===== config.mk =====
export PLATFORM = sky130hd
export DESIGN_NAME = gex_top
export DESIGN_NICKNAME = d
export VERILOG_FILES = /design/src/hdl/gex_pkg.sv /design/src/hdl/gex_sync.sv /design/src/hdl/gex_top.sv
export VERILOG_INCLUDE_DIRS = /design/src /design/src/hdl
export SDC_FILE = /design/constraint.sdc
export NUM_CORES = 1
export LEC_CHECK = 0
export BUFFER_PORTS_ARGS = -buffer_cell sky130_fd_sc_hd__buf_2
export CAP_MARGIN = 10
export CORE_AREA = 3 3 121 123
export DETAILED_ROUTE_END_ITERATION = 10
export DIE_AREA = 0 0 124 126
export MAX_ROUTING_LAYER = met4
export SLEW_MARGIN = 30
export SYNTH_ARGS = -nofsm -noshare
export SYNTH_HDL_FRONTEND = slang
export SYNTH_SLANG_ARGS = --single-unit

===== constraint.sdc =====
create_clock -name sys_clk -period 2.5 [get_ports sys_clk]
set_clock_uncertainty 0.15 [all_clocks]
set_input_delay 0.5 -clock sys_clk [delete_from_list [all_inputs] [get_ports sys_clk]]
set_output_delay 0.5 -clock sys_clk [all_outputs]
set_load 0.02 [all_outputs]

===== src/hdl/gex_params.svh =====
// Purpose: constants for the I2C GPIO expander
// Assumes: sys_clk at 100 MHz
// Notes: register pointers, reset values and bus address fields
`ifndef GEX_PARAMS_SVH
`define GEX_PARAMS_SVH
`define GEX_PTR_IN0 3'h0
`define GEX_PTR_IN1 3'h1
`define GEX_PTR_OUT0 3'h2
`define GEX_PTR_OUT1 3'h3
`define GEX_PTR_INV0 3'h4
`define GEX_PTR_INV1 3'h5
`define GEX_PTR_DIR0 3'h6
`define GEX_PTR_DIR1 3'h7
`define GEX_RST_OUT 8'hFF
`define GEX_RST_INV 8'h00
`define GEX_RST_DIR 8'hFF
`define GEX_ADDR_HI 5'h14
`define GEX_BIT_LAST 3'h7
`define GEX_PTR_W 3
`define GEX_SETTLE 2'h2
`endif


===== src/hdl/gex_pkg.sv =====
// Purpose: types for the I2C GPIO expander
// Assumes: nothing
// Notes: serial engine states
package gex_pkg;
  typedef enum logic [2:0] {
    GEX_IDLE, GEX_ADDR, GEX_ADDR_ACK, GEX_WR, GEX_WR_ACK, GEX_RD, GEX_RD_ACK
  } gex_state_t;
endpackage


===== src/hdl/gex_sync.sv =====
// Purpose: two-flop synchroniser for an asynchronous input vector
// Assumes: destination clock is sys_clk
// Notes: first stage is read only by the second
`timescale 1ns/1ps
module gex_sync #(
  parameter int W = 1,
  parameter logic [W-1:0] INIT = '0
) (
  input wire logic sys_clk, // Clock
  input wire logic rst_n, // Async reset, active low
  input wire logic [W-1:0] d, // Asynchronous input
  output logic [W-1:0] q // Synchronised output
);
  logic [W-1:0] meta_reg;
  always_ff @(posedge sys_clk or negedge rst_n) begin
    if (!rst_n) begin
      meta_reg <= INIT;
      q <= INIT;
    end else begin
      meta_reg <= d;
      q <= meta_reg;
    end
  end
endmodule


===== src/hdl/gex_top.sv =====
// Purpose: sixteen-bit GPIO expander, target on a two-wire serial bus
// Assumes: scl and sda sampled by sys_clk, much faster than the link
// Notes: registers and serial engine reset by rst_n, the power-on and pin reset
// Operation
// - Power-up loads every register default and idles the serial engine.
// - The active-low reset pin performs the same initialisation as power-up.
// - The two low address bits come from two strap pins.
// - Address LSB one means read from the device, zero means write.
// - The first byte after a write address is the command byte setting the pointer.
// - Pointers 0-7 select input, output, inversion and direction pairs.
// - Output resets to FF, inversion to 00, direction to FF so all pins are inputs.
// - Input registers show sampled pin levels whatever the pin direction.
// - Writes to the input registers are discarded.
// - An output bit drives only a pin set as output.
// - Reading an output register returns the stored flip-flop value.
// - An active-low open-drain interrupt line reports input activity.
// - An inversion bit of one inverts the read input bit, zero passes it.
// - Direction one makes a high-impedance input, zero drives the output value.
// - Interrupt on input pin change, cleared by return or by reading that port.
// - After each data byte the pointer toggles within its pair, without limit.
`timescale 1ns/1ps
`include "gex_params.svh"
module gex_top (
  input wire logic sys_clk, // 100 MHz clock
  input wire logic rst_n, // Async reset, active low
  input wire logic scl_in, // Serial clock pin
  input wire logic sda_in, // Serial data pin level
  output logic sda_out, // Serial data drive value
  output logic sda_oe, // Serial data pull-low enable
  input wire logic addr_strap_lo, // Address strap bit 0
  input wire logic addr_strap_hi, // Address strap bit 1
  input wire logic [15:0] gpio_in, // Pin levels, port1 high byte
  output logic [15:0] gpio_out, // Pin drive values
  output logic [15:0] gpio_oe, // Pin drive enables
  output logic int_n_out, // Interrupt open-drain drive value
  output logic int_n_oe // Interrupt pull-low enable
);
  import gex_pkg::*;

  logic scl_s, sda_s, scl_d_reg, sda_d_reg;
  logic [1:0] strap_s;
  logic [15:0] pins_s;
  gex_state_t state_reg;
  logic [7:0] shift_reg;
  logic [2:0] bit_reg;
  logic [`GEX_PTR_W-1:0] ptr_reg;
  logic cmd_seen_reg;
  logic [7:0] drive_value_port0_reg, drive_value_port1_reg;
  logic [7:0] invert_port0_reg, invert_port1_reg;
  logic [7:0] direction_port0_reg, direction_port1_reg;
  logic [15:0] snap_reg;
  logic [1:0] strap_reg;
  logic strap_taken_reg;
  logic [1:0] settle_reg;
  logic [7:0] rd_byte;
  logic scl_rise, scl_fall, start_cond, stop_cond;
  logic addr_match;
  logic [7:0] shift_next;
  logic byte_end;
  logic [1:0] read_clr;

  // Level inputs pass two flops before use
  gex_sync #(.W(2), .INIT(2'h3)) u_sync_bus (
    .sys_clk(sys_clk),
    .rst_n(rst_n),
    .d({scl_in, sda_in}),
    .q({scl_s, sda_s})
  );
  gex_sync #(.W(18), .INIT(18'h00000)) u_sync_pins (
    .sys_clk(sys_clk),
    .rst_n(rst_n),
    .d({addr_strap_hi, addr_strap_lo, gpio_in}),
    .q({strap_s, pins_s})
  );

  always_ff @(posedge sys_clk or negedge rst_n) begin
    if (!rst_n) begin
      scl_d_reg <= 1'b1;
      sda_d_reg <= 1'b1;
    end else begin
      scl_d_reg <= scl_s;
      sda_d_reg <= sda_s;
    end
  end

  assign scl_rise = scl_s & ~scl_d_reg;
  assign scl_fall = ~scl_s & scl_d_reg;
  assign start_cond = scl_s & scl_d_reg & sda_d_reg & ~sda_s;
  assign stop_cond = scl_s & scl_d_reg & ~sda_d_reg & sda_s;
  assign shift_next = {shift_reg[6:0], sda_s};
  assign byte_end = (bit_reg == `GEX_BIT_LAST);

  // Straps and snapshot wait until the pin synchroniser holds real levels
  always_ff @(posedge sys_clk or negedge rst_n) begin
    if (!rst_n) begin
      strap_reg <= 2'h0;
      settle_reg <= 2'h0;
      strap_taken_reg <= 1'b0;
    end else if (!strap_taken_reg) begin
      strap_reg <= strap_s;
      settle_reg <= settle_reg + 2'h1;
      strap_taken_reg <= (settle_reg == `GEX_SETTLE);
    end
  end

  assign addr_match = (shift_next[7:1] == {`GEX_ADDR_HI, strap_reg});

  // Read data: input through inversion, others straight from flops
  always_comb begin
    case (ptr_reg)
      `GEX_PTR_IN0: rd_byte = pins_s[7:0] ^ invert_port0_reg;
      `GEX_PTR_IN1: rd_byte = pins_s[15:8] ^ invert_port1_reg;
      `GEX_PTR_OUT0: rd_byte = drive_value_port0_reg;
      `GEX_PTR_OUT1: rd_byte = drive_value_port1_reg;
      `GEX_PTR_INV0: rd_byte = invert_port0_reg;
      `GEX_PTR_INV1: rd_byte = invert_port1_reg;
      `GEX_PTR_DIR0: rd_byte = direction_port0_reg;
      default: rd_byte = direction_port1_reg;
    endcase
  end

  // Serial engine
  always_ff @(posedge sys_clk or negedge rst_n) begin
    if (!rst_n) begin
      state_reg <= GEX_IDLE;
      shift_reg <= 8'h00;
      bit_reg <= 3'h0;
      cmd_seen_reg <= 1'b0;
      sda_oe <= 1'b0;
    end else if (start_cond) begin
      state_reg <= GEX_ADDR;
      bit_reg <= 3'h0;
      sda_oe <= 1'b0;
    end else if (stop_cond) begin
      state_reg <= GEX_IDLE;
      sda_oe <= 1'b0;
    end else begin
      case (state_reg)
        GEX_IDLE: begin
          sda_oe <= 1'b0;
        end
        GEX_ADDR: begin
          if (scl_rise) begin
            shift_reg <= shift_next;
            bit_reg <= bit_reg + 3'h1;
            if (byte_end) begin
              if (addr_match) begin
                state_reg <= GEX_ADDR_ACK;
              end else begin
                state_reg <= GEX_IDLE;
              end
            end
          end
        end
        GEX_ADDR_ACK: begin
          if (scl_fall) begin
            if (!sda_oe) begin
              sda_oe <= 1'b1;
            end else if (shift_reg[0]) begin
              state_reg <= GEX_RD;
              shift_reg <= rd_byte;
              sda_oe <= ~rd_byte[7];
            end else begin
              state_reg <= GEX_WR;
              cmd_seen_reg <= 1'b0;
              sda_oe <= 1'b0;
            end
          end
        end
        GEX_WR: begin
          if (scl_rise) begin
            shift_reg <= shift_next;
            bit_reg <= bit_reg + 3'h1;
            if (byte_end) begin
              state_reg <= GEX_WR_ACK;
            end
          end
        end
        GEX_WR_ACK: begin
          if (scl_fall) begin
            if (!sda_oe) begin
              sda_oe <= 1'b1;
              cmd_seen_reg <= 1'b1;
            end else begin
              state_reg <= GEX_WR;
              sda_oe <= 1'b0;
            end
          end
        end
        GEX_RD: begin
          if (scl_fall) begin
            bit_reg <= bit_reg + 3'h1;
            if (byte_end) begin
              state_reg <= GEX_RD_ACK;
              sda_oe <= 1'b0;
            end else begin
              shift_reg <= {shift_reg[6:0], 1'b0};
              sda_oe <= ~shift_reg[6];
            end
          end
        end
        GEX_RD_ACK: begin
          if (scl_rise) begin
            if (sda_s) begin
              state_reg <= GEX_IDLE; // Master NACK ends the read
            end
          end else if (scl_fall) begin
            shift_reg <= rd_byte;
            sda_oe <= ~rd_byte[7];
            state_reg <= GEX_RD;
          end
        end
        default: begin
          state_reg <= GEX_IDLE;
        end
      endcase
    end
  end

  assign sda_out = 1'b0;

  // Pointer load on command byte, toggle within pair after each data byte
  always_ff @(posedge sys_clk or negedge rst_n) begin
    if (!rst_n) begin
      ptr_reg <= `GEX_PTR_IN0;
    end else if (state_reg == GEX_WR && scl_rise && byte_end && !cmd_seen_reg) begin
      ptr_reg <= shift_next[`GEX_PTR_W-1:0];
    end else if (state_reg == GEX_WR && scl_rise && byte_end) begin
      ptr_reg <= ptr_reg ^ `GEX_PTR_W'(1);
    end else if (state_reg == GEX_RD && scl_fall && byte_end) begin
      ptr_reg <= ptr_reg ^ `GEX_PTR_W'(1);
    end
  end

  // Register writes
  always_ff @(posedge sys_clk or negedge rst_n) begin
    if (!rst_n) begin
      drive_value_port0_reg <= `GEX_RST_OUT;
      drive_value_port1_reg <= `GEX_RST_OUT;
      invert_port0_reg <= `GEX_RST_INV;
      invert_port1_reg <= `GEX_RST_INV;
      direction_port0_reg <= `GEX_RST_DIR;
      direction_port1_reg <= `GEX_RST_DIR;
    end else if (state_reg == GEX_WR && scl_rise && byte_end && cmd_seen_reg) begin
      case (ptr_reg)
        `GEX_PTR_OUT0: drive_value_port0_reg <= shift_next;
        `GEX_PTR_OUT1: drive_value_port1_reg <= shift_next;
        `GEX_PTR_INV0: invert_port0_reg <= shift_next;
        `GEX_PTR_INV1: invert_port1_reg <= shift_next;
        `GEX_PTR_DIR0: direction_port0_reg <= shift_next;
        `GEX_PTR_DIR1: direction_port1_reg <= shift_next;
        default: ;
      endcase
    end
  end

  // Drivers on pins set as outputs only
  assign gpio_out = {drive_value_port1_reg, drive_value_port0_reg};
  assign gpio_oe = ~{direction_port1_reg, direction_port0_reg};

  // Input port read loads the snapshot for that port
  assign read_clr[0] = (state_reg == GEX_RD) && scl_fall && byte_end && (ptr_reg == `GEX_PTR_IN0);
  assign read_clr[1] = (state_reg == GEX_RD) && scl_fall && byte_end && (ptr_reg == `GEX_PTR_IN1);

  // Snapshot per port, compared with live levels; input pins only
  genvar p;
  generate
    for (p = 0; p < 2; p++) begin : g_port
      always_ff @(posedge sys_clk or negedge rst_n) begin
        if (!rst_n) begin
          snap_reg[p*8 +: 8] <= 8'h00;
        end else if (!strap_taken_reg || read_clr[p]) begin
          snap_reg[p*8 +: 8] <= pins_s[p*8 +: 8];
        end
      end
    end
  endgenerate

  // Changes on output pins are masked; returning clears without a read
  // Held quiet while the snapshot is still filling after reset
  assign int_n_oe = strap_taken_reg & (|((snap_reg ^ pins_s) & ~gpio_oe));
  assign int_n_out = 1'b0;
endmodule


==> impl_table.tex <==
\begin{tabular}{lr}
\hline
Metric & Value \\
\hline
\multicolumn{2}{l}{\textbf{Critical path}} \\
\quad Worst path arrival time & approximately 1800 ps \\
\quad Critical Path End Type & output pin \\
\quad Capturing point of the worst reg2reg path & invert\_port1\_reg[4] \\
\quad Worst path cell trace & xnor2\_1 -> o22ai\_2 -> nor4\_2 -> a21boi\_0 -> buf\_2 \\
\quad Maximum cell stage delay along the critical path & $\sim$430 ps \\
\quad Cell type group with the largest total delay on the critical path & flip-flops \\
\quad Crit path max fanout & 3 \\
\quad Worst flop-to-flop path startpoint & u\_sync\_bus.q[1] \\
\quad Required arrival time at the worst endpoint & around 1900 ps \\
\quad Critical Path Source Type & register \\
\quad R2R Setup Slk & approximately 80 ps \\
\quad Worst setup path category & reg2out \\
\quad Bufs and invs on worst path & 1 \\
\quad Cell with the biggest individual delay on the critical path & sky130\_fd\_sc\_hd\_\_dfrtp\_1 \\
\quad Cell depth of the worst flop-to-flop path & 8 \\
\multicolumn{2}{l}{\textbf{Timing}} \\
\quad Max frequency & 0.404 GHz \\
\quad Minimum clock period & approximately 2500 ps \\
\quad Worst slack on hold paths & about 24 ps \\
\quad Final setup violation count & 0 \\
\quad Least-Margin Pin Slew & roughly 620 ps \\
\quad Post-layout worst setup margin & 26.2 ps \\
\quad RSZ-0062 raised after global routing & true \\
\quad Final Hold Violating Endpoints & 0 \\
\quad Part of the cycle the worst path needs & a little over nine tenths \\
\quad Worst relative slew slack & 58.8\% \\
\quad Count of final max-slew check failures & 0 \\
\quad Sum of negative setup slack & 0 ps \\
\multicolumn{2}{l}{\textbf{Global routing}} \\
\quad Congestion Overflow GR & 0 \\
\quad Number of global-route vias before repair & approximately 4400 \\
\quad Fraction of met3 tracks used by global routing & approximately 5.7\% \\
\quad Tot GR Track Use & 22.1\% \\
\quad Largest net degree at the start of global routing & 53 \\
\quad Global-route wire length before repair & 25.0 mm \\
\quad Most crowded layer after global routing & met2 \\
\quad Antenna violations before repair & 0 \\
\quad Routing usage on met2 & a little under a third \\
\quad Met1 track demand over resource in global routing & between 30 and 40\% \\
\multicolumn{2}{l}{\textbf{Synth}} \\
\quad Cell with the most instances after synthesis & sky130\_fd\_sc\_hd\_\_dfrtp\_1 \\
\quad Cell types with the largest area share after synthesis & sky130\_fd\_sc\_hd\_\_dfrtp\_1 (37\%), sky130\_fd\_sc\_hd\_\_dfstp\_2 (16\%), sky130\_fd\_sc\_hd\_\_mux2\_2 (12\%) \\
\quad Top\_reg\_cell synth & sky130\_fd\_sc\_hd\_\_dfrtp\_1 \\
\quad Largest area contributor in the synthesized netlist & sky130\_fd\_sc\_hd\_\_dfrtp\_1 \\
\quad Basic-gate share of the synthesized area counting and, or, nand and nor cells & under 10\% \\
\quad Count of unique library cells instantiated by Yosys & 65 \\
\quad Mapped Area & 6080 um2 \\
\quad Fraction of the mapped netlist area in compound gates & about an eighth \\
\quad Share of async-settable or async-resettable flops after synthesis & between 90\% and 100\% \\
\quad Post-Synthesis Cells & roughly 510 \\
\quad Number of enable flip-flop cells after synthesis & 0 \\
\quad Top post-synthesis cells by count & sky130\_fd\_sc\_hd\_\_dfrtp\_1 (91), sky130\_fd\_sc\_hd\_\_mux2\_2 (64), sky130\_fd\_sc\_hd\_\_dfstp\_2 (38), sky130\_fd\_sc\_hd\_\_inv\_1 (28), sky130\_fd\_sc\_hd\_\_nand2\_1 (27) \\
\quad Post-synthesis mux area share & 15.1\% \\
\quad Average size of a mapped cell & approximately 12 um2 \\
\quad Post-synthesis sequential area ratio & between 50\% and 60\% \\
\quad Seq cells post-synth & 129 \\
\quad Synth Area in XOR/XNOR & 3.89\% \\
\quad Dominant combinational cell family by area after synthesis & multiplexers \\
\quad Proportion of netlist area held by the largest area contributor & a little under two fifths \\
\quad Warning count from the yosys run & 0 \\
\quad Area share of fa/ha/maj cells after synthesis & under 10\% \\
\multicolumn{2}{l}{\textbf{Route}} \\
\quad Via-per-instance ratio & roughly 5.6 \\
\quad First-pass iteration count of the detailed router & 5 \\
\quad Iteration-0 DRC count of the detailed router & about 300 \\
\quad DR WL/cell & slightly above 20 um \\
\quad DRC errors left & 0 \\
\quad Wirelength, routed & about 16 mm \\
\quad Remaining antenna violation count & 0 \\
\quad DR vias & around 4400 \\
\multicolumn{2}{l}{\textbf{CTS}} \\
\quad Number of buffers created by CTS & 17 \\
\quad CTS H-Tree Depth & 4 \\
\quad Buffer type at the clock tree root & sky130\_fd\_sc\_hd\_\_clkbuf\_16 \\
\quad Buffer levels on the longest clock path & 2 \\
\quad CTS tree & built \\
\quad Clock latency of the later-clocked register in the worst-skew pair & $\sim$420 ps \\
\quad Clk sink count & 129 \\
\quad Clock-pin slew on the worst setup and hold paths & roughly 60 ps \\
\multicolumn{2}{l}{\textbf{Flow run}} \\
\quad Number of maximum-capacitance constraint violations & 0 \\
\multicolumn{2}{l}{\textbf{Final layout}} \\
\quad Area overhead of the layout relative to synthesis & 22.0\% \\
\quad Number of fillers in the final layout & between 1000 and 1500 \\
\quad Fraction of final layout cells with drive strength greater than 1 & 42.3\% \\
\quad Nets@finish & just over 600 \\
\quad Design Area, Final & about 7400 um2 \\
\quad Total inserted antenna cells & 0 \\
\multicolumn{2}{l}{\textbf{Placement}} \\
\quad Total placed instance area & approximately 6700 um2 \\
\quad Routability congestion estimate from global placement & approximately 0.86 \\
\quad Detailed Place HPWL & between 10 and 15 mm \\
\quad Pre-CTS setup slack & approximately 16 ps \\
\quad PortBufs & between 50 and 60 \\
\multicolumn{2}{l}{\textbf{Min path}} \\
\quad Classification of the worst-slack hold path & in2reg \\
\quad Beginning of the worst hold path & sda\_in \\
\quad Worst hold path stage count & 1 \\
\quad Hold EP & u\_sync\_bus.meta\_reg[0] \\
\multicolumn{2}{l}{\textbf{Floorplanning}} \\
\quad Horizontal die dimension & $\sim$120 um \\
\quad I/O pin count & 58 \\
\quad Height of the die & $\sim$130 um \\
\quad Core outline area & around 14000 um2 \\
\quad Die footprint & between 15000 and 20000 um2 \\
\quad Effective utilization at floorplan & between 40\% and 50\% \\
\quad Number of rows created at floorplan & between 40 and 50 \\
\multicolumn{2}{l}{\textbf{Pwr}} \\
\quad Post-layout power & 0.00643 W \\
\quad Total power divided by cell area & between 800 and 900 nW/um2 \\
\quad Maximum ir drop on the vdd rail & 0.532 mV \\
\quad Static Leak & $\sim$3.2 nW \\
\multicolumn{2}{l}{\textbf{Outcome}} \\
\quad Outcome & complete, no violations \\
\hline
\end{tabular}
-- report_power, final --
part	internal [W]	switching, W	leakage [nW]
registers	0.00227	0.000329	1.50
logic	0.000532	0.000732	1.38
clock network	0.00162	0.000944	0.303
-- stage by stage --
step	util [%]	instances
2_1_floorplan	-	509
3_3_place_gp	48.6	737
3_5_place_dp	48.6	737
4_1_cts	53.2	770
5_1_grt	53.9	774
6_report	53.9	774
-- per-layer routing --
layer | vias to the layer above | share of wire, %
met2 | 165 | 46
met4 | 0 | 1.9
met5 | - | 0
met1 | 2202 | 45
met3 | 30 | 6.8
li1 | 1965 | -
-- kinds of logic (layout without fill, tap and decap cells) --
logic type | count (synthesis) | in the layout
flops | 129 | 129
compound gates | 103 | 103
simple gates | 101 | 101
mux | 80 | 80
buf+inv | 61 | 146
xor+xnor | 27 | 27
fa+ha+maj | 6 | 6
other cells | 1 | 2
-- worst max-delay path by stage --
stage	startpoint	end	slack, ps	depth (start not counted)
CTS	direction_port0_reg[4]	int_n_oe	0.4	5
floorplan	bit_reg[0]	invert_port0_reg[0]	290	8
detailed placement	u_sync_bus.q[1]	invert_port1_reg[1]	20	6
finish	u_sync_pins.q[8]	int_n_oe	30	5
global placement	u_sync_bus.q[1]	invert_port1_reg[1]	50	6
global route	u_sync_pins.q[14]	int_n_oe	-40	5
-- area by class of cell --
type	count	area, um2	area share (%)
well taps	180	225	3.03
flip-flops and latches	129	3280	44.1
repair buffers	85	577	7.77
multi-input cells	319	2630	35.4
clock buffers	19	453	6.10
clock inverters	13	158	2.12
inverters	29	109	1.47
-- layout by cell type (no fill, tap or decap), drive strengths merged, types with 4 or more instances in the layout --
master and count:
a31oi 9, nor2 20, nand3 8, buf 84, o21ai 17, a21oi 17, ha 6, dfstp 38
dfrtp 91, inv 31, nor3 7, a211oi 8, mux2i 13, mux2 64, clkbuf 19, xnor2 22
nor2b 10, o22ai 13, a22oi 5, clkinv 7, a21o 4, nand2 27, nor4 6, xor2 5
o221ai 5, or3 4
-- repair_timing --
| action | CTS | global route |
|---|---|---|
| pin swaps | 0 | 6 |
| cloned | 0 | 1 |
| setup endpoints to repair | 1 | 32 |
| hold endpoints to repair | 31 | 0 |
| hold buffers | 1 | 0 |
| gates resized for setup | 2 | 17 |
| buffers inserted | 0 | 3 |
No activity file was read; power rests on OpenSTA's default activity.
